## src/common/supervisor_params.svh

```systemverilog
// offsets, field positions, reset values and timing figures of the supervisor
`ifndef SUPERVISOR_PARAMS_SVH
`define SUPERVISOR_PARAMS_SVH
// clock and time figures
`define CLK_MHZ 125
`define MS_US 1000
`define RST_FILTER_US 10
`define RST_DELAY_US 10000
`define LONG_WIN_MS 200
`define CLAMP_SETTLE 3'h4
`define WD_CLOSED_PCT 16'h003c
`define PCT_FULL 16'h0064
// watchdog periods in ms, setting 1 to 7
`define WD_P1_MS 10'h00a
`define WD_P2_MS 10'h014
`define WD_P3_MS 10'h032
`define WD_P4_MS 10'h064
`define WD_P5_MS 10'h0c8
`define WD_P6_MS 10'h1f4
`define WD_P7_MS 10'h3e8
// register bus byte offsets
`define OFF_STATUS 8'h00
`define OFF_WDCFG 8'h04
`define OFF_SUPCFG 8'h08
// device status fields
`define ST_MODE_LSB 0
`define ST_UV 3
`define ST_CLAMP 4
`define ST_SPIF 5
`define ST_WDF_LSB 6
`define ST_DEV 8
// watchdog config fields and reset value (200 ms, time-out, even parity)
`define WD_PER_LSB 0
`define WD_LIM 4
`define WD_WINDOW_SELECT 5
`define WD_CFG_RST 8'h05
`define SUP_CFG_RST 2'h0
// serial frame layout
`define SER_WR 7
`define SER_ADDR_MODE 7'h01
`define SER_ADDR_WD 7'h03
`define FRAME_BITS 5'h10
`define MODE_NORMAL 2'h0
`define MODE_SLEEP 2'h1
`define MODE_STOP 2'h2
`define MODE_SOFT 2'h3
`endif

```

## src/common/supervisor_pkg.sv

```systemverilog
// types shared by the supervisor modules
package supervisor_pkg;
    typedef enum logic [2:0] {M_INIT, M_NORMAL, M_STOP, M_SLEEP, M_RESTART} sbc_mode_e;
    typedef enum logic [1:0] {RS_LOW, RS_DELAY, RS_HIGH} rst_state_e;
endpackage

```

## src/hdl/serial_frame_rx.sv

```systemverilog
// serial port frame receiver, sampled on the system clock
`timescale 1ns/1ps
`include "supervisor_params.svh"
module serial_frame_rx (
    input wire logic aclk,
    input wire logic aresetn,
    input wire logic ser_clk_pin,
    input wire logic ser_csn_pin,
    input wire logic ser_mosi_pin,
    output logic frame_stb,
    output logic frame_ok,
    output logic [15:0] frame_word
);
    logic [2:0] raw;
    logic [2:0] meta_q;
    logic [2:0] sync_q;
    logic sclk_d_q;
    logic csn_d_q;
    logic [15:0] sr_q;
    logic [4:0] cnt_q;
    logic sclk_rise;
    logic cs_rise;

    assign raw = {ser_mosi_pin, ser_csn_pin, ser_clk_pin};

    // two-stage synchronisers on each pin
    for (genvar i = 0; i < 3; i++) begin : g_sync
        always_ff @(posedge aclk) begin
            if (!aresetn) begin
                meta_q[i] <= 1'b1;
                sync_q[i] <= 1'b1;
            end else begin
                meta_q[i] <= raw[i];
                sync_q[i] <= meta_q[i];
            end
        end
    end

    assign sclk_rise = sync_q[0] && !sclk_d_q;
    assign cs_rise = sync_q[1] && !csn_d_q;

    // edge history, shift register and bit count (lsb first)
    always_ff @(posedge aclk) begin
        if (!aresetn) begin
            sclk_d_q <= 1'b1;
            csn_d_q <= 1'b1;
            sr_q <= 16'h0000;
            cnt_q <= 5'h00;
        end else begin
            sclk_d_q <= sync_q[0];
            csn_d_q <= sync_q[1];
            if (csn_d_q && sync_q[1]) begin
                cnt_q <= 5'h00;
            end else if (!sync_q[1] && sclk_rise) begin
                sr_q <= {sync_q[2], sr_q[15:1]};
                if (cnt_q != 5'h1f) begin
                    cnt_q <= cnt_q + 5'h01;
                end
            end
        end
    end

    // frame delivered when chip select rises
    always_ff @(posedge aclk) begin
        if (!aresetn) begin
            frame_stb <= 1'b0;
            frame_ok <= 1'b0;
            frame_word <= 16'h0000;
        end else begin
            frame_stb <= cs_rise;
            if (cs_rise) begin
                frame_ok <= (cnt_q == `FRAME_BITS);
                frame_word <= sr_q;
            end
        end
    end
endmodule

```

## src/hdl/reset_and_watchdog_supervisor.sv

```systemverilog
// reset output, clamp monitor, soft reset and watchdog of the supervisor
//
// Implementation choices: the AXI4-Lite register port and the register offsets.
`timescale 1ns/1ps
`include "supervisor_params.svh"
module reset_and_watchdog_supervisor
    import supervisor_pkg::*;
#(
    parameter int unsigned MS_CYCLES = `MS_US * `CLK_MHZ,
    parameter int unsigned RST_FILTER_CYC = `RST_FILTER_US * `CLK_MHZ,
    parameter int unsigned RST_DELAY_CYC = `RST_DELAY_US * `CLK_MHZ,
    parameter int unsigned LONG_WIN_MS = `LONG_WIN_MS
) (
    input wire logic aclk,
    input wire logic aresetn,
    input wire logic [7:0] awaddr,
    input wire logic awvalid,
    output logic awready,
    input wire logic [31:0] wdata,
    input wire logic [3:0] wstrb,
    input wire logic wvalid,
    output logic wready,
    output logic [1:0] bresp,
    output logic bvalid,
    input wire logic bready,
    input wire logic [7:0] araddr,
    input wire logic arvalid,
    output logic arready,
    output logic [31:0] rdata,
    output logic [1:0] rresp,
    output logic rvalid,
    input wire logic rready,
    input wire logic ser_clk_pin,
    input wire logic ser_csn_pin,
    input wire logic ser_mosi_pin,
    input wire logic supply_uv_pin,
    input wire logic reset_pin_sense,
    input wire logic wake_pin,
    input wire logic dev_mode_pin,
    output logic reset_out_pin_o,
    output logic reset_out_pin_oe,
    output logic [1:0] uv_threshold_sel
);
    localparam logic [15:0] FILT_LAST = 16'(RST_FILTER_CYC - 1);
    localparam logic [23:0] DLY_LAST = 24'(RST_DELAY_CYC - 1);
    localparam logic [16:0] PRE_LAST = 17'(MS_CYCLES - 1);
    localparam logic [9:0] LW_LAST = 10'(LONG_WIN_MS - 1);

    // period code to milliseconds; code 0 is not a setting
    function automatic logic [9:0] period_ms(input logic [2:0] code);
        unique case (code)
            3'h1: period_ms = `WD_P1_MS;
            3'h2: period_ms = `WD_P2_MS;
            3'h3: period_ms = `WD_P3_MS;
            3'h4: period_ms = `WD_P4_MS;
            3'h5: period_ms = `WD_P5_MS;
            3'h6: period_ms = `WD_P6_MS;
            3'h7: period_ms = `WD_P7_MS;
            default: period_ms = `WD_P1_MS;
        endcase
    endfunction

    logic [3:0] pin_raw;
    logic [3:0] meta_q;
    logic [3:0] sync_q;
    logic uv_now;
    logic pin_high;
    logic wake;
    logic dev;
    logic frame_stb;
    logic frame_ok;
    logic [15:0] frame_word;
    logic [7:0] ser_data;
    logic ser_wr_ok;
    logic wd_wr;
    logic parity_ok;
    logic mode_cmd;
    logic [1:0] mode_code;
    logic soft_rst;
    logic spi_err;
    sbc_mode_e mode_q;
    rst_state_e rs_q;
    logic [15:0] filt_q;
    logic uv_filt;
    logic [23:0] dly_q;
    logic cause_wd_q;
    logic rel_stb;
    logic rst_req;
    logic reset_low;
    logic [2:0] settle_q;
    logic clamp_hit;
    logic [7:0] wd_cfg_q;
    logic [16:0] pre_q;
    logic [9:0] ms_q;
    logic lw_q;
    logic [1:0] fail_cnt_q;
    logic wd_on;
    logic ms_tick;
    logic [9:0] period;
    logic [15:0] closed_prod;
    logic [9:0] closed_ms;
    logic wd_serve;
    logic early;
    logic expire;
    logic wd_failure_bits;
    logic wd_failure_bits_rst;
    logic uv_flag_q;
    logic clamp_flag_q;
    logic spif_q;
    logic [1:0] sup_cfg_q;
    logic aw_got_q;
    logic w_got_q;
    logic [7:0] waddr_q;
    logic [31:0] wdata_q;
    logic [3:0] wstrb_q;
    logic do_write;
    logic [7:0] w1c;
    logic [31:0] status_word;

    assign pin_raw = {dev_mode_pin, wake_pin, reset_pin_sense, supply_uv_pin};

    // two-stage synchronisers on the analog and pin inputs
    for (genvar i = 0; i < 4; i++) begin : g_sync
        always_ff @(posedge aclk) begin
            if (!aresetn) begin
                meta_q[i] <= 1'b0;
                sync_q[i] <= 1'b0;
            end else begin
                meta_q[i] <= pin_raw[i];
                sync_q[i] <= meta_q[i];
            end
        end
    end

    assign uv_now = sync_q[0];
    assign pin_high = sync_q[1];
    assign wake = sync_q[2];
    assign dev = sync_q[3];

    serial_frame_rx u_rx (
        .aclk(aclk),
        .aresetn(aresetn),
        .ser_clk_pin(ser_clk_pin),
        .ser_csn_pin(ser_csn_pin),
        .ser_mosi_pin(ser_mosi_pin),
        .frame_stb(frame_stb),
        .frame_ok(frame_ok),
        .frame_word(frame_word)
    );

    // serial command decode at chip select rise
    assign ser_data = frame_word[15:8];
    assign ser_wr_ok = frame_stb && frame_ok && frame_word[`SER_WR];
    assign wd_wr = ser_wr_ok && (frame_word[6:0] == `SER_ADDR_WD);
    assign parity_ok = ~^ser_data;
    assign mode_cmd = ser_wr_ok && (frame_word[6:0] == `SER_ADDR_MODE);
    assign mode_code = ser_data[1:0];
    assign soft_rst = mode_cmd && (mode_code == `MODE_SOFT)
        && (mode_q == M_NORMAL || mode_q == M_STOP);
    assign spi_err = (frame_stb && !frame_ok) || (wd_wr && !parity_ok);

    // undervoltage filter
    always_ff @(posedge aclk) begin
        if (!aresetn || !uv_now) begin
            filt_q <= 16'h0000;
        end else if (filt_q != FILT_LAST) begin
            filt_q <= filt_q + 16'h0001;
        end
    end
    assign uv_filt = uv_now && (filt_q == FILT_LAST);

    // reset output sequencer
    assign rel_stb = (rs_q == RS_DELAY) && !uv_filt && (dly_q == DLY_LAST);
    assign rst_req = wd_failure_bits_rst || (mode_q == M_SLEEP && wake);
    always_ff @(posedge aclk) begin
        if (!aresetn) begin
            rs_q <= RS_LOW;
            dly_q <= 24'h000000;
            cause_wd_q <= 1'b0;
        end else begin
            unique case (rs_q)
                RS_LOW: begin
                    dly_q <= 24'h000000;
                    if (!uv_now) begin
                        rs_q <= RS_DELAY;
                    end
                end
                RS_DELAY: begin
                    if (uv_filt) begin
                        rs_q <= RS_LOW;
                        cause_wd_q <= 1'b0;
                    end else if (rel_stb) begin
                        rs_q <= RS_HIGH;
                    end else begin
                        dly_q <= dly_q + 24'h000001;
                    end
                end
                RS_HIGH: begin
                    dly_q <= 24'h000000;
                    if (uv_filt) begin
                        rs_q <= RS_LOW;
                        cause_wd_q <= 1'b0;
                    end else if (rst_req) begin
                        rs_q <= RS_DELAY;
                        cause_wd_q <= wd_failure_bits_rst;
                    end
                end
            endcase
        end
    end
    assign reset_low = (rs_q != RS_HIGH);
    assign reset_out_pin_o = 1'b0;
    assign reset_out_pin_oe = reset_low;

    // settle time before the pin feedback is trusted
    always_ff @(posedge aclk) begin
        if (!aresetn || !reset_low) begin
            settle_q <= 3'h0;
        end else if (settle_q != `CLAMP_SETTLE) begin
            settle_q <= settle_q + 3'h1;
        end
    end

    // reset clamp detection
    assign clamp_hit = reset_low && pin_high && (settle_q == `CLAMP_SETTLE)
        && (mode_q == M_NORMAL || mode_q == M_STOP || mode_q == M_RESTART)
        && (cause_wd_q ? !uv_flag_q : !uv_now);

    // operating mode
    always_ff @(posedge aclk) begin
        if (!aresetn) begin
            mode_q <= M_INIT;
        end else begin
            unique case (mode_q)
                M_INIT: begin
                    if (wd_failure_bits_rst) begin
                        mode_q <= M_RESTART;
                    end else if (mode_cmd && mode_code == `MODE_NORMAL && !reset_low) begin
                        mode_q <= M_NORMAL;
                    end
                end
                M_NORMAL, M_STOP: begin
                    if (soft_rst) begin
                        mode_q <= M_INIT;
                    end else if (wd_failure_bits_rst || uv_filt) begin
                        mode_q <= M_RESTART;
                    end else if (mode_cmd && mode_code == `MODE_SLEEP && mode_q == M_NORMAL) begin
                        mode_q <= M_SLEEP;
                    end else if (mode_cmd && mode_code == `MODE_STOP) begin
                        mode_q <= M_STOP;
                    end else if (mode_cmd && mode_code == `MODE_NORMAL) begin
                        mode_q <= M_NORMAL;
                    end
                end
                M_SLEEP: begin
                    if (wake) begin
                        mode_q <= M_RESTART;
                    end
                end
                M_RESTART: begin
                    if (rel_stb) begin
                        mode_q <= M_NORMAL;
                    end
                end
            endcase
        end
    end

    // watchdog decode
    assign wd_on = !dev && ((mode_q == M_INIT && !reset_low)
        || mode_q == M_NORMAL || mode_q == M_STOP);
    assign ms_tick = (pre_q == PRE_LAST);
    assign period = period_ms(wd_cfg_q[`WD_PER_LSB +: 3]);
    assign closed_prod = 16'(period) * `WD_CLOSED_PCT;
    assign closed_ms = 10'(closed_prod / `PCT_FULL);
    assign wd_serve = wd_wr && parity_ok && wd_on;
    assign early = wd_serve && wd_cfg_q[`WD_WINDOW_SELECT] && !lw_q && (ms_q < closed_ms);
    assign expire = wd_on && ms_tick && (ms_q == (lw_q ? LW_LAST : period - 10'h001));
    assign wd_failure_bits = expire || early;
    assign wd_failure_bits_rst = wd_failure_bits && !(wd_cfg_q[`WD_LIM] && fail_cnt_q == 2'h3);

    // watchdog timer
    always_ff @(posedge aclk) begin
        if (!aresetn || soft_rst || rel_stb) begin
            pre_q <= 17'h00000;
            ms_q <= 10'h000;
            lw_q <= 1'b1;
        end else if (!wd_on) begin
            pre_q <= 17'h00000;
            ms_q <= 10'h000;
        end else if (wd_failure_bits || wd_serve) begin
            pre_q <= 17'h00000;
            ms_q <= 10'h000;
            lw_q <= 1'b0;
        end else if (ms_tick) begin
            pre_q <= 17'h00000;
            ms_q <= ms_q + 10'h001;
        end else begin
            pre_q <= pre_q + 17'h00001;
        end
    end

    // watchdog configuration and failure count
    always_ff @(posedge aclk) begin
        if (!aresetn || soft_rst) begin
            wd_cfg_q <= `WD_CFG_RST;
            fail_cnt_q <= 2'h0;
        end else begin
            if (wd_serve && !early && mode_q == M_NORMAL) begin
                wd_cfg_q <= ser_data;
            end
            if (wd_failure_bits && fail_cnt_q != 2'h3) begin
                fail_cnt_q <= fail_cnt_q + 2'h1;
            end else if (wd_serve && !early) begin
                fail_cnt_q <= 2'h0;
            end
        end
    end

    // sticky status flags, set wins over clear
    always_ff @(posedge aclk) begin
        if (!aresetn || soft_rst) begin
            uv_flag_q <= 1'b0;
            clamp_flag_q <= 1'b0;
            spif_q <= 1'b0;
        end else begin
            uv_flag_q <= (uv_filt && mode_q != M_SLEEP) || (uv_flag_q && !w1c[`ST_UV]);
            clamp_flag_q <= clamp_hit || (clamp_flag_q && !w1c[`ST_CLAMP]);
            spif_q <= spi_err || (spif_q && !w1c[`ST_SPIF]);
        end
    end

    // supply threshold select
    always_ff @(posedge aclk) begin
        if (!aresetn || soft_rst) begin
            sup_cfg_q <= `SUP_CFG_RST;
        end else if (do_write && waddr_q == `OFF_SUPCFG && wstrb_q[0]) begin
            sup_cfg_q <= wdata_q[1:0];
        end
    end
    assign uv_threshold_sel = sup_cfg_q;

    // bus write channel, address and data in either order
    assign awready = !aw_got_q && !bvalid;
    assign wready = !w_got_q && !bvalid;
    assign do_write = aw_got_q && w_got_q;
    assign w1c = (do_write && waddr_q == `OFF_STATUS && wstrb_q[0]) ? wdata_q[7:0] : 8'h00;
    always_ff @(posedge aclk) begin
        if (!aresetn) begin
            aw_got_q <= 1'b0;
            w_got_q <= 1'b0;
            waddr_q <= 8'h00;
            wdata_q <= 32'h00000000;
            wstrb_q <= 4'h0;
            bvalid <= 1'b0;
            bresp <= 2'h0;
        end else begin
            if (awvalid && awready) begin
                aw_got_q <= 1'b1;
                waddr_q <= awaddr;
            end
            if (wvalid && wready) begin
                w_got_q <= 1'b1;
                wdata_q <= wdata;
                wstrb_q <= wstrb;
            end
            if (do_write) begin
                aw_got_q <= 1'b0;
                w_got_q <= 1'b0;
                bvalid <= 1'b1;
                bresp <= (waddr_q == `OFF_STATUS || waddr_q == `OFF_WDCFG
                    || waddr_q == `OFF_SUPCFG) ? 2'h0 : 2'h2;
            end else if (bvalid && bready) begin
                bvalid <= 1'b0;
            end
        end
    end

    // bus read channel
    assign arready = !rvalid;
    assign status_word = {23'h000000, dev, fail_cnt_q, spif_q, clamp_flag_q, uv_flag_q, 3'(mode_q)};
    always_ff @(posedge aclk) begin
        if (!aresetn) begin
            rvalid <= 1'b0;
            rdata <= 32'h00000000;
            rresp <= 2'h0;
        end else if (arvalid && arready) begin
            rvalid <= 1'b1;
            rresp <= 2'h0;
            unique case (araddr)
                `OFF_STATUS: rdata <= status_word;
                `OFF_WDCFG: rdata <= {24'h000000, wd_cfg_q};
                `OFF_SUPCFG: rdata <= {30'h00000000, sup_cfg_q};
                default: begin
                    rdata <= 32'h00000000;
                    rresp <= 2'h2;
                end
            endcase
        end else if (rvalid && rready) begin
            rvalid <= 1'b0;
        end
    end
endmodule

```

## config.mk

```make
export PLATFORM = sky130hd
export DESIGN_NAME = reset_and_watchdog_supervisor
export DESIGN_NICKNAME = d
export VERILOG_FILES = /design/src/common/supervisor_pkg.sv /design/src/hdl/serial_frame_rx.sv /design/src/hdl/reset_and_watchdog_supervisor.sv
export VERILOG_INCLUDE_DIRS = /design/src /design/src/common
export SDC_FILE = /design/constraint.sdc
export NUM_CORES = 1
export LEC_CHECK = 0
export ABC_CLOCK_PERIOD_IN_PS = 10840
export BUFFER_PORTS_ARGS = -buffer_cell sky130_fd_sc_hd__buf_2
export CAP_MARGIN = 20
export CORE_ASPECT_RATIO = 0.5
export CORE_MARGIN = 8
export CORE_UTILIZATION = 35
export DETAILED_ROUTE_END_ITERATION = 16
export PLACE_DENSITY = 0.55
export RECOVER_POWER = 50
export SYNTH_ARGS = -nofsm -noshare
export SYNTH_HDL_FRONTEND = slang
export SYNTH_SLANG_ARGS = --single-unit
```

## constraint.sdc

```tcl
create_clock -name aclk -period 10.84 [get_ports aclk]
set_input_delay 2.168 -clock aclk [delete_from_list [all_inputs] [get_ports aclk]]
set_output_delay 2.168 -clock aclk [all_outputs]
set_load 0.02 [all_outputs]
```

**Word level (Yosys, flattened, before mapping)**

Cells that the tools add are included.

- Register bits: 202
- Input port bits: 66
- Output and inout bits: 45
- Word-level logic and storage cells: 258

- $add $sub $neg: 8
- Multipliers: 1
- Div/mod/pow operators: 1
- Magnitude comparators: 1
- Equal/unequal tests: 44
- Muxes and demuxes: 36
- Bitwise gates (word level): 3
- Reductions and logical operators: 118

Operator list:

| cell | number |
|---|---|
| 10-bit one-hot mux with 6 select lines | 1 |
| 1-bit logical AND | 55 |
| 24-bit two-way mux | 2 |
| 24-bit one-hot mux with 2 select lines | 1 |
| 3-bit two-way mux | 9 |
| 9-bit one-hot mux with 3 select lines | 1 |
| 24-bit by 1-bit adder with 24-bit output, second input constant | 1 |
| 24-bit by 21-bit equality test with 1-bit output, second input constant | 1 |
| 1-bit logical NOT | 21 |
| 3-bit equality test, second input constant | 6 |
| 1-bit logical OR | 18 |
| 2-bit two-way mux | 9 |
| 17-bit by 1-bit adder with 17-bit output, second input constant | 1 |
| 17-bit equality test, second input constant | 1 |
| 16-bit by 1-bit adder with 16-bit output, second input constant | 1 |
| 16-bit by 7-bit divider with 16-bit output, second input constant | 1 |
| 16-bit by 11-bit equality test with 1-bit output, second input constant | 1 |
| 8-bit by 3-bit equality test with 1-bit output, second input constant | 2 |
| 8-bit by 4-bit equality test with 1-bit output, second input constant | 2 |
| 8-bit logical NOT | 2 |
| 16-bit by 11-bit != test with 1-bit output, second input constant | 1 |
| 2-bit != test, second input constant | 8 |
| 10-bit by 4-bit multiplier with 14-bit output, second input constant | 1 |
| 3-bit by 2-bit equality test with 1-bit output, second input constant | 4 |
| other kinds (34) | 62 |

**Logic depth before layout (Yosys ltp)**

Gate-level depths: netlist of run 1.

- Depth after elaboration: 16
- Mapped depth: 46
- Mapped depth without buffers: 44

**Hierarchy**

A second synthesis of run 1 with hierarchy kept.

- Cell total of the unflattened synthesis: 1,487
- Area total of the unflattened synthesis: 11,747.5 sq um

By module, submodules not included:

| module | times used | cells an instance | area an instance (sq um) | sequential area each (sq um) |
|---|---|---|---|---|
| reset_and_watchdog_supervisor | 1 | 1,290 | 10,003.3 | 2,582.5 |
| serial_frame_rx | 1 | 197 | 1,744.2 | 940.9 |

**Worst setup path before layout of run 1**

No wires, ideal clock.

- Path type: flip-flop to flip-flop
- Start: register wd_cfg_q[2]
- End: register wd_cfg_q[0]
- Setup time: 0.120 ns
- Arrival time: 9.189 ns
- Data required time: 10.720 ns
- Setup slack: 1.531 ns
- Cell stages (with the launch flop): 43
- Path buffers: 3
- Period minus slack after synthesis: 9.309 ns
- Path through: dfxtp_1 -> buf_2 -> inv_1 -> ha_1 -> a21oi_1 -> clkinv_1 -> ha_1 -> nor2b_2 -> or2_2 -> ha_1 -> and3_1 -> o21ai_0 -> nand2_1 -> or4_1 -> and3_1 -> clkbuf_1 -> a311oi_1 -> mux2i_1 -> (+7 left out) -> nand2_2 -> xnor2_1 -> ha_1 -> nand2_1 -> nand2_1 -> and3_1 -> o31ai_1 -> o211ai_2 -> nor4_4 -> ha_1 -> o21ai_0 -> a31oi_1 -> o311a_1 -> o211ai_2 -> a21oi_4 -> o211ai_4 -> nor2_1 -> a211o_1

- Longest elaborated chain between the ends: 9
- Elaborated cells between the ends (all ways): 14
- Those cells by class: 1 x mul; 1 x div; 1 x order compare; 6 x eq/ne; 1 x mux; 4 x reduce/logical

Ends and longest elaborated chain:

| what | RTL line | source |
|---|---|---|
| from (decl) | reset_and_watchdog_supervisor.sv:92 | `logic [7:0] wd_cfg_q;` |
| from (signal assigned) | reset_and_watchdog_supervisor.sv:306 | `` wd_cfg_q <= `WD_CFG_RST; `` |
| from (signal assigned) | reset_and_watchdog_supervisor.sv:310 | `wd_cfg_q <= ser_data;` |
| 3-bit equality test / 3-bit by 2-bit equality test with 1-bit output (equally long branches) | reset_and_watchdog_supervisor.sv:51 | `unique case (code)` |
| 10-bit one-hot mux with 6 select lines * | reset_and_watchdog_supervisor.sv:51 |  |
| 10-bit by 4-bit multiplier with 14-bit output (no source line) * | n/a |  |
| 16-bit by 7-bit divider with 16-bit output (no source line) * | n/a |  |
| 10-bit < comparator * | reset_and_watchdog_supervisor.sv:277 | `` assign early = wd_serve && wd_cfg_q[`WD_WINDOW_SELECT] && !lw_q && (ms_q < closed_ms); `` |
| 1-bit logical AND * | reset_and_watchdog_supervisor.sv:277 |  |
| 1-bit logical NOT * | reset_and_watchdog_supervisor.sv:309 | `if (wd_serve && !early && mode_q == M_NORMAL) begin` |
| 1-bit logical AND * (2 in series) | reset_and_watchdog_supervisor.sv:309 |  |

Mark *: on every way between the ends. The rest lies on a longest branch, timed or not.
A chain may end at the register's enable or synchronous reset.

**Final worst setup path of run 1**

- Start: register wd_cfg_q[0]
- End: register fail_cnt_q[0]

- Longest elaborated chain between the ends: 9
- Elaborated cells between the ends (all ways): 21
- Those cells by class: 1 x add/sub; 1 x mul; 1 x div; 1 x order compare; 7 x eq/ne; 3 x mux; 7 x reduce/logical

Ends and longest elaborated chain:

| what | RTL line | source |
|---|---|---|
| 3-bit equality test / 3-bit by 2-bit equality test with 1-bit output (equally long branches) | reset_and_watchdog_supervisor.sv:51 |  |
| 10-bit one-hot mux with 6 select lines * | reset_and_watchdog_supervisor.sv:51 |  |
| 10-bit by 4-bit multiplier with 14-bit output (no source line) / 10-bit by 1-bit subtractor with 10-bit output (equally long branches) | n/a |  |
| 16-bit by 7-bit divider with 16-bit output (no source line) / 10-bit two-way mux (equally long branches) | n/a |  |
| 10-bit < comparator / 10-bit equality test (equally long branches) | reset_and_watchdog_supervisor.sv:277, reset_and_watchdog_supervisor.sv:278 |  |
| 1-bit logical AND, on equally long branches | reset_and_watchdog_supervisor.sv:277, reset_and_watchdog_supervisor.sv:278 |  |
| 1-bit logical OR / 1-bit logical NOT (equally long branches) | reset_and_watchdog_supervisor.sv:279, reset_and_watchdog_supervisor.sv:314 |  |
| 1-bit logical AND, on equally long branches | reset_and_watchdog_supervisor.sv:312, reset_and_watchdog_supervisor.sv:314 |  |
| 2-bit two-way mux / 2-bit nonzero test (equally long branches) | n/a |  |
| to (signal assigned) | reset_and_watchdog_supervisor.sv:313 | `fail_cnt_q <= fail_cnt_q + 2'h1;` |
| to (decl) | reset_and_watchdog_supervisor.sv:96 | `logic [1:0] fail_cnt_q;` |

Marks and branches as above.

==> results summary, run 1 <==
For this run, the post-layout net count is 1601. The fraction of synthesized cell area taken by the top area cell type came out at 0.3124. The post-route clock skew is 0.01144 ns. The worst supply voltage drop on vdd is 0.00009028 V. The post-synthesis sequential element count is 176. The number of clock buffers added by TritonCTS is 17. The reg-to-reg critical path startpoint is wd_cfg_q[0]$_SDFFE_PP1P_. The die covers 0.03857 mm2.

The number of H-tree levels is 4. The via total after detailed routing came out at 9934. The hold buffer count at CTS is 0.

The count of port buffers added during placement is 54. The cell sitting at the root of the clock tree is a clkbuf_16. The initial utilization of the core area, before any placement, comes to 0.3556.

The mapped cell area came out at 0.01128 mm2. The number of post-CTS setup repair buffers came out at 0. The post-synthesis instance total came out at 1429.

The flow ran to the end, but the final reports show violations. The remaining antenna violation count after routing is 0. The ratio of final minimum period to clock period is 0.8944. Yosys instantiated no cell more often than nand2_1.

The power consumption is 1.365 mW. The smallest clock period supported by the final layout is computed as 9.695 ns. The dominant register cell in the synthesized netlist is dfxtp_1. The required time of the critical path is 11.19 ns. For this run, the slowest stage of the critical path takes 0.71 ns. The worst hold-check path type is reg2reg. The routed design has 27450 um of wire. The number of warnings printed during yosys synthesis came out at 0. The sequential area share after synthesis came out at 0.3124. The number of iterations in the first detailed-routing pass is 5.

The maximum clock rate is 103.1 MHz. The final global-route overflow total is 0. The number of slew-limit violations in the final report came to 63.

The worst-margin pin slew came out at 1.863 ns. The placed wire-length estimate came out at 21050 um. The remaining routing DRC violations is 0. The endpoint identified for the worst register-to-register timing path is fail_cnt_q[0]$_SDFFE_PP0P_. The capture point of the critical path is fail_cnt_q[0]$_SDFFE_PP0P_. The routability congestion estimate from global placement is 0.8803. In the final routed layout, each cell accounts on average for 14.31 um. The final reports fail on capacitance limit, slew limit. The number of non-filler instances in the completed layout is 1919. The worst reg-to-reg setup slack came out at 1.14 ns. The filler cells instantiated in the layout total 3231.

The data arrival time of the critical path is 10.04 ns. The number of standard-cell rows in the floorplan is 46. The initial antenna violation count came to 0. The launching element of the worst setup path is wd_cfg_q[0]$_SDFFE_PP1P_.

The setup-violating endpoint count in the final report came out at 0. The final-report hold violation count came out at 0. The first global-routing pass estimated 45750 um of wire. The worst setup path is captured at a register. In the routed layout, each cell is associated on average with a via count of 5.177.

The count of antenna diodes in the layout is 0. The placed cell count came out at 1886. The critical path's slowest cell is dfxtp_1.

The total number of clock tree sinks came out at 176. The I/O pin total came out at 111. The count of cells resized by post-cts repair is 0. The synthesized design spends more area on one cell type than any other, namely dfxtp_1. The floorplan step set the die width to 269.9 um.

The worst setup path is launched from a register. The setup total negative slack is 0 ns. The overall fraction of global-route tracks in use is 0.1387. Ranked by total cell area, the synthesized netlist is headed by dfxtp_1 (31%), nand2_1 (6.6%), ha_1 (6.5%), nor2_1 (6.1%), xnor2_1 (4.3%). Entering global routing, the biggest net connects 63 pins. TritonCTS built the clock tree. The top fanout value on the critical path is 16.

The core footprint came out at 0.03171 mm2. At the later pin of the worst-skew pair, clock insertion delay measures 0.42 ns. The headroom to the max-slew limit came out at -0.2432.

The leakage dissipation came out at 4.718 nW. The mean instance size in the synthesized netlist came out at 7.892 um2. The number of different library cells in the post-synthesis netlist is 102. The floorplan die height is 142.9 um.

Yosys mapped a number of flops with a built-in enable equal to 0. The area growth from synthesis to layout is 10.72%. The maximum count of clock buffers along a single path came out at 2. The startpoint identified for the worst hold timing path is u_rx.meta_q[1]$_SDFF_PN1_. By count the netlist is led by nand2_1 (197), nor2_1 (183), dfxtp_1 (176), a21oi_1 (91), ha_1 (59). The number of global-route vias before repair came to 9382. Counting flops with an async set or reset pin after synthesis yields a share of 0. The clock transition time at the flip-flop clock pins of the worst setup and hold paths is 0.07 ns. The power density over the cells came out at 109.3 mW/mm2.

Setup repair after global routing left no endpoint under its margin. The max-capacitance violation count is 1. The number of violations reported at the end of detailed-routing iteration 0 is 713. The start-to-end type of the worst setup path is reg2reg.

The worst register-to-register path has a depth of 36. Of the cells placed in the final design, the portion with a size suffix greater than 1 is 0.09280.
## cell type report
| class | instances | area, um2 | share of cell area |
|---|---|---|---|
| tap | 432 | 540.5 | 0.04329 |
| timing repair buffer | 77 | 412.9 | 0.03307 |
| inverter | 50 | 191.4 | 0.01533 |
| clock inverter | 13 | 125.1 | 0.01002 |
| clock buffer | 19 | 442.9 | 0.03547 |
| sequential | 176 | 3523 | 0.2822 |
| multi-input combinational | 1152 | 7251 | 0.5807 |
## power by group
group | switching, mW | internal (mW)
combinational | 0.0675 | 0.0340
sequential | 0.0105 | 0.662
clock | 0.263 | 0.328
total | 0.341 | 1.02
## routing by layer
layer / GRT usage / up-vias / routed length [um]
li1: - / 5041 / -
met1: 0.1800 / 4695 / 13030
met2: 0.2378 / 176 / 13120
met3: 0.02504 / 22 / 1032
met4: 0.03413 / 0 / 269
met5: 0 / - / 0
## flip-flops by register name (all words and copies together), names as in the netlist, 4 cells and up
signal	cells
dly_q	24
pre_q	17
filt_q	16
u_rx.frame_word	16
u_rx.sr_q	16
ms_q	10
rdata	9
waddr_q	8
wd_cfg_q	8
u_rx.cnt_q	5
wdata_q	5
meta_q	4
## how the worst min path moves through the flow
stage                                endpoint  slack (ns)  cells after the start
finish              u_rx.sync_q[1]$_SDFF_PN1_        0.41                      1
global route        u_rx.sync_q[2]$_SDFF_PN1_        0.44                      1
CTS                 u_rx.sync_q[1]$_SDFF_PN1_        0.41                      1
detailed placement  u_rx.sync_q[1]$_SDFF_PN1_        0.40                      1
global placement    u_rx.sync_q[1]$_SDFF_PN1_        0.39                      1
floorplan           u_rx.sync_q[0]$_SDFF_PN1_        0.39                      1
## cells by family (layout without fill, tap and decap cells)
logic type | count (synthesis) | in the layout | synth area share
AO/OA/AOI/OAI | 279 | 279 | 0.1707
adder cells (fa/ha/maj) | 61 | 61 | 0.06900
XOR/XNOR | 110 | 110 | 0.08919
flip-flops | 176 | 176 | 0.3124
buffers and inverters | 126 | 159 | 0.05303
other | 1 | 26 | 0.0003325
multiplexers | 34 | 34 | 0.03062
AND/OR/NAND/NOR | 642 | 642 | 0.2747
## cell usage in the layout, fill, tap and decap left out, types with 24 or more instances in the layout
master	synthesis	final
mux2i_1	30	30
inv_1	42	43
buf_2	4	39
xor2_1	50	50
a21oi_1	91	91
o21ai_0	35	37
dfxtp_1	176	176
ha_1	59	59
nand2b_1	24	24
conb_1	1	26
xnor2_1	56	56
nand2_1	197	197
nand3_1	58	58
nor3_1	24	24
and3_1	29	29
nor2_1	183	183
## critical path: cells and delay by family, from the launching register on
family	cells	cell delay, ns
compound gates	20	5.00
mux	1	0.41
simple gates	8	1.42
xor+xnor	3	0.72
flops	1	0.71
fa+ha+maj	4	1.34
## metrics by stage
| step | area [um2] | hold WS, ns | setup slack, ns | util |
|---|---|---|---|---|
| 6_report | 12490 | 0.4111 | 1.145 | 0.3938 |
| 5_1_grt | 12490 | 0.4361 | 0.4866 | 0.3938 |
| 4_1_cts | 12510 | 0.4130 | 1.177 | 0.3945 |
| 3_5_place_dp | 11940 | 0.3966 | 1.235 | 0.3765 |
| 3_3_place_gp | 11940 | 0.3920 | 1.304 | 0.3765 |
| 2_1_floorplan | 11370 | 0.3863 | 1.531 | - |
Note: power is estimated with default switching activity, not from simulation.
==> run 2: changes to the inputs <==
==> constraint.sdc (replaced) <==
create_clock -name aclk -period 10.84 [get_ports aclk]
set_input_delay 2.168 -clock aclk [delete_from_list [all_inputs] [get_ports aclk]]
set_output_delay 2.168 -clock aclk [all_outputs]
set_load 0.005 [all_outputs]
==> results summary, run 2 (synthesis results as in run 1) <==
The area growth from synthesis to layout is 10.76%. Entering global routing, the biggest net connects 63 pins. The detail-routed net length per standard cell is 14.31 um.

The maximum clock rate came out at 103.0 MHz. The category of the worst setup path capture point is a register. In the final layout, the share of cells above drive strength 1 is 0.09549. STA classifies the critical path startpoint as a register. During placement, the flow inserted port buffers numbering 54. The congestion estimate from routability-driven global placement came to 0.8803. The required time of the critical path came out at 11.19 ns. CTS placed an instance of clkbuf_16 at the clock tree root.

The first global-routing pass estimated 45750 um of wire. The flow ran to the end, but the final reports show violations. The die outline area came out at 0.03857 mm2.

The post-route clock skew came out at 0.01058 ns. In the global route stage, overall resource usage came out at 0.1387. The total number of clock tree sinks is 176. The ratio of final minimum period to clock period came out at 0.8954. The I/O pin total is 111. The critical path's slowest cell is dfxtp_1. The number of nets in the finished design is 1601. The initial standard-cell utilization of the core is 0.3556. The worst-margin pin slew is 1.856 ns. The leakage dissipation is 4.736 nW.

Summed over all nets, the half-perimeter wirelength after detailed placement is 21050 um. In the final layout, the registers with the most flip-flops are dly_q x24, pre_q x17. In the layout the commonest cells are nand2_1 (197), nor2_1 (183), dfxtp_1 (176), a21oi_1 (91), ha_1 (59). The later pin in the worst-skew pair is clocked with a latency of 0.42 ns. The worst hold-check path type is reg2reg. The initial antenna violation count came out at 0.

The max-capacitance violation count is 1. The number of standard-cell rows in the floorplan is 46. In this run the tightest slew margin relative to its limit is -0.2385. The placed cell count came out at 1886.

No sink is reached through more buffers than the 2 on the longest clock path. The delay of the slowest cell on the worst path came out at 0.71 ns. The data arrival time of the critical path came out at 10.05 ns. The final-report hold violation count came out at 0.

Setup repair after global routing left no endpoint under its margin. The count of antenna diodes in the layout came out at 0. The number of H-tree levels came out at 4.

The final global-route overflow total came out at 0. The remaining antenna violation count after routing came out at 0. The minimum clock period came out at 9.706 ns.

The checks that failed: capacitance limit, slew limit. TritonCTS built the clock tree. The core region is 0.03171 mm2. The setup-violating endpoint count in the final report is 0.

For this run, design rule violations remaining after detail routing come to 0. For this block, the initial DRC count from the detailed router was 709. The setup total negative slack came out at 0 ns. The floorplan die height came out at 142.9 um.

The via total after detailed routing is 9929. The power density over the cells is 108.6 mW/mm2. After clock tree synthesis, the repair step resized 0 gates. The number of buffers created by CTS came out at 17. Ranked by flip-flop count, first place goes to dly_q. The clock transition time at the flip-flop clock pins of the worst setup and hold paths came out at 0.07 ns.

The number of slew-limit violations in the final report came out at 63. The first detailed-routing pass ran for 6 iterations. The finished layout holds 1919 standard cells, fillers aside. The top fanout value on the critical path came out at 16. The register with the most flip-flops in the layout has 24 of them. The vias per cell came out at 5.174. The width of the die is 269.9 um. After detailed routing, the total wire length is 27460 um. The start-to-end type of the worst setup path is reg2reg. The worst supply voltage drop on vdd is 0.00009024 V. The number of post-CTS setup repair buffers came out at 0. The hold buffer count at CTS is 0. The library cell used most frequently in the layout, excluding fill and tap cells, is nand2_1. The number of global-route vias before repair is 9382. Across all register-to-register paths, the minimum setup slack is 1.13 ns.
run 2: cell count changes in the layout (fill, tap and decap cells not counted), sizes merged:
cell	delta
buf	+4
clkbuf	-4
run 2: worst max-delay path, delay by kind of cell, from the launching register on:
family | cells | cell delay, ns
adder cells (fa/ha/maj) | 4 | 1.34
AND/OR/NAND/NOR | 8 | 1.42
multiplexers | 1 | 0.41
flip-flops | 1 | 0.71
XOR/XNOR | 3 | 0.72
AO/OA/AOI/OAI | 20 | 5.03
run 2: final cells by class:
class	instances	area (um2)
clock buffer	19	442.9
clock inverter	13	125.1
fill	3233	19220
inverter	50	191.4
multi-input combinational	1152	7251
sequential	176	3523
tap	432	540.5
timing repair buffer	77	417.9
run 2: routing by layer:
metal	wire length, um	GRT usage	vias up
met5	0	0	-
met4	263	0.03413	0
met3	1117	0.02504	20
met2	13150	0.2378	186
met1	12930	0.1800	4685
li1	-	-	5038
run 2: metrics by stage:
step	hold WS [ns]	worst slack, ns	util	total power [mW]	instance area, um2
2_1_floorplan	0.3863	1.531	-	0.7603	11370
3_3_place_gp	0.3920	1.304	0.3765	0.7779	11940
3_5_place_dp	0.3966	1.235	0.3765	0.7825	11940
4_1_cts	0.4130	1.177	0.3945	1.378	12510
5_1_grt	0.4361	0.4866	0.3939	1.418	12490
6_report	0.4111	1.134	0.3939	1.356	12490
run 2: report_power, final:
group	leakage, nW	switching (mW)	total, mW	internal (mW)
logic	3.02	0.0585	0.0925	0.0340
clock network	0.286	0.263	0.591	0.328
registers	1.43	0.0106	0.673	0.662
run 2: worst paths after layout:
kind                        startpoint                          to  cells past startpoint
min reg2reg  u_rx.meta_q[1]$_SDFF_PN1_   u_rx.sync_q[1]$_SDFF_PN1_                      1
min          u_rx.meta_q[1]$_SDFF_PN1_   u_rx.sync_q[1]$_SDFF_PN1_                      1
max reg2reg   wd_cfg_q[0]$_SDFFE_PP1P_  fail_cnt_q[0]$_SDFFE_PP0P_                     36
max           wd_cfg_q[0]$_SDFFE_PP1P_  fail_cnt_q[0]$_SDFFE_PP0P_                     36
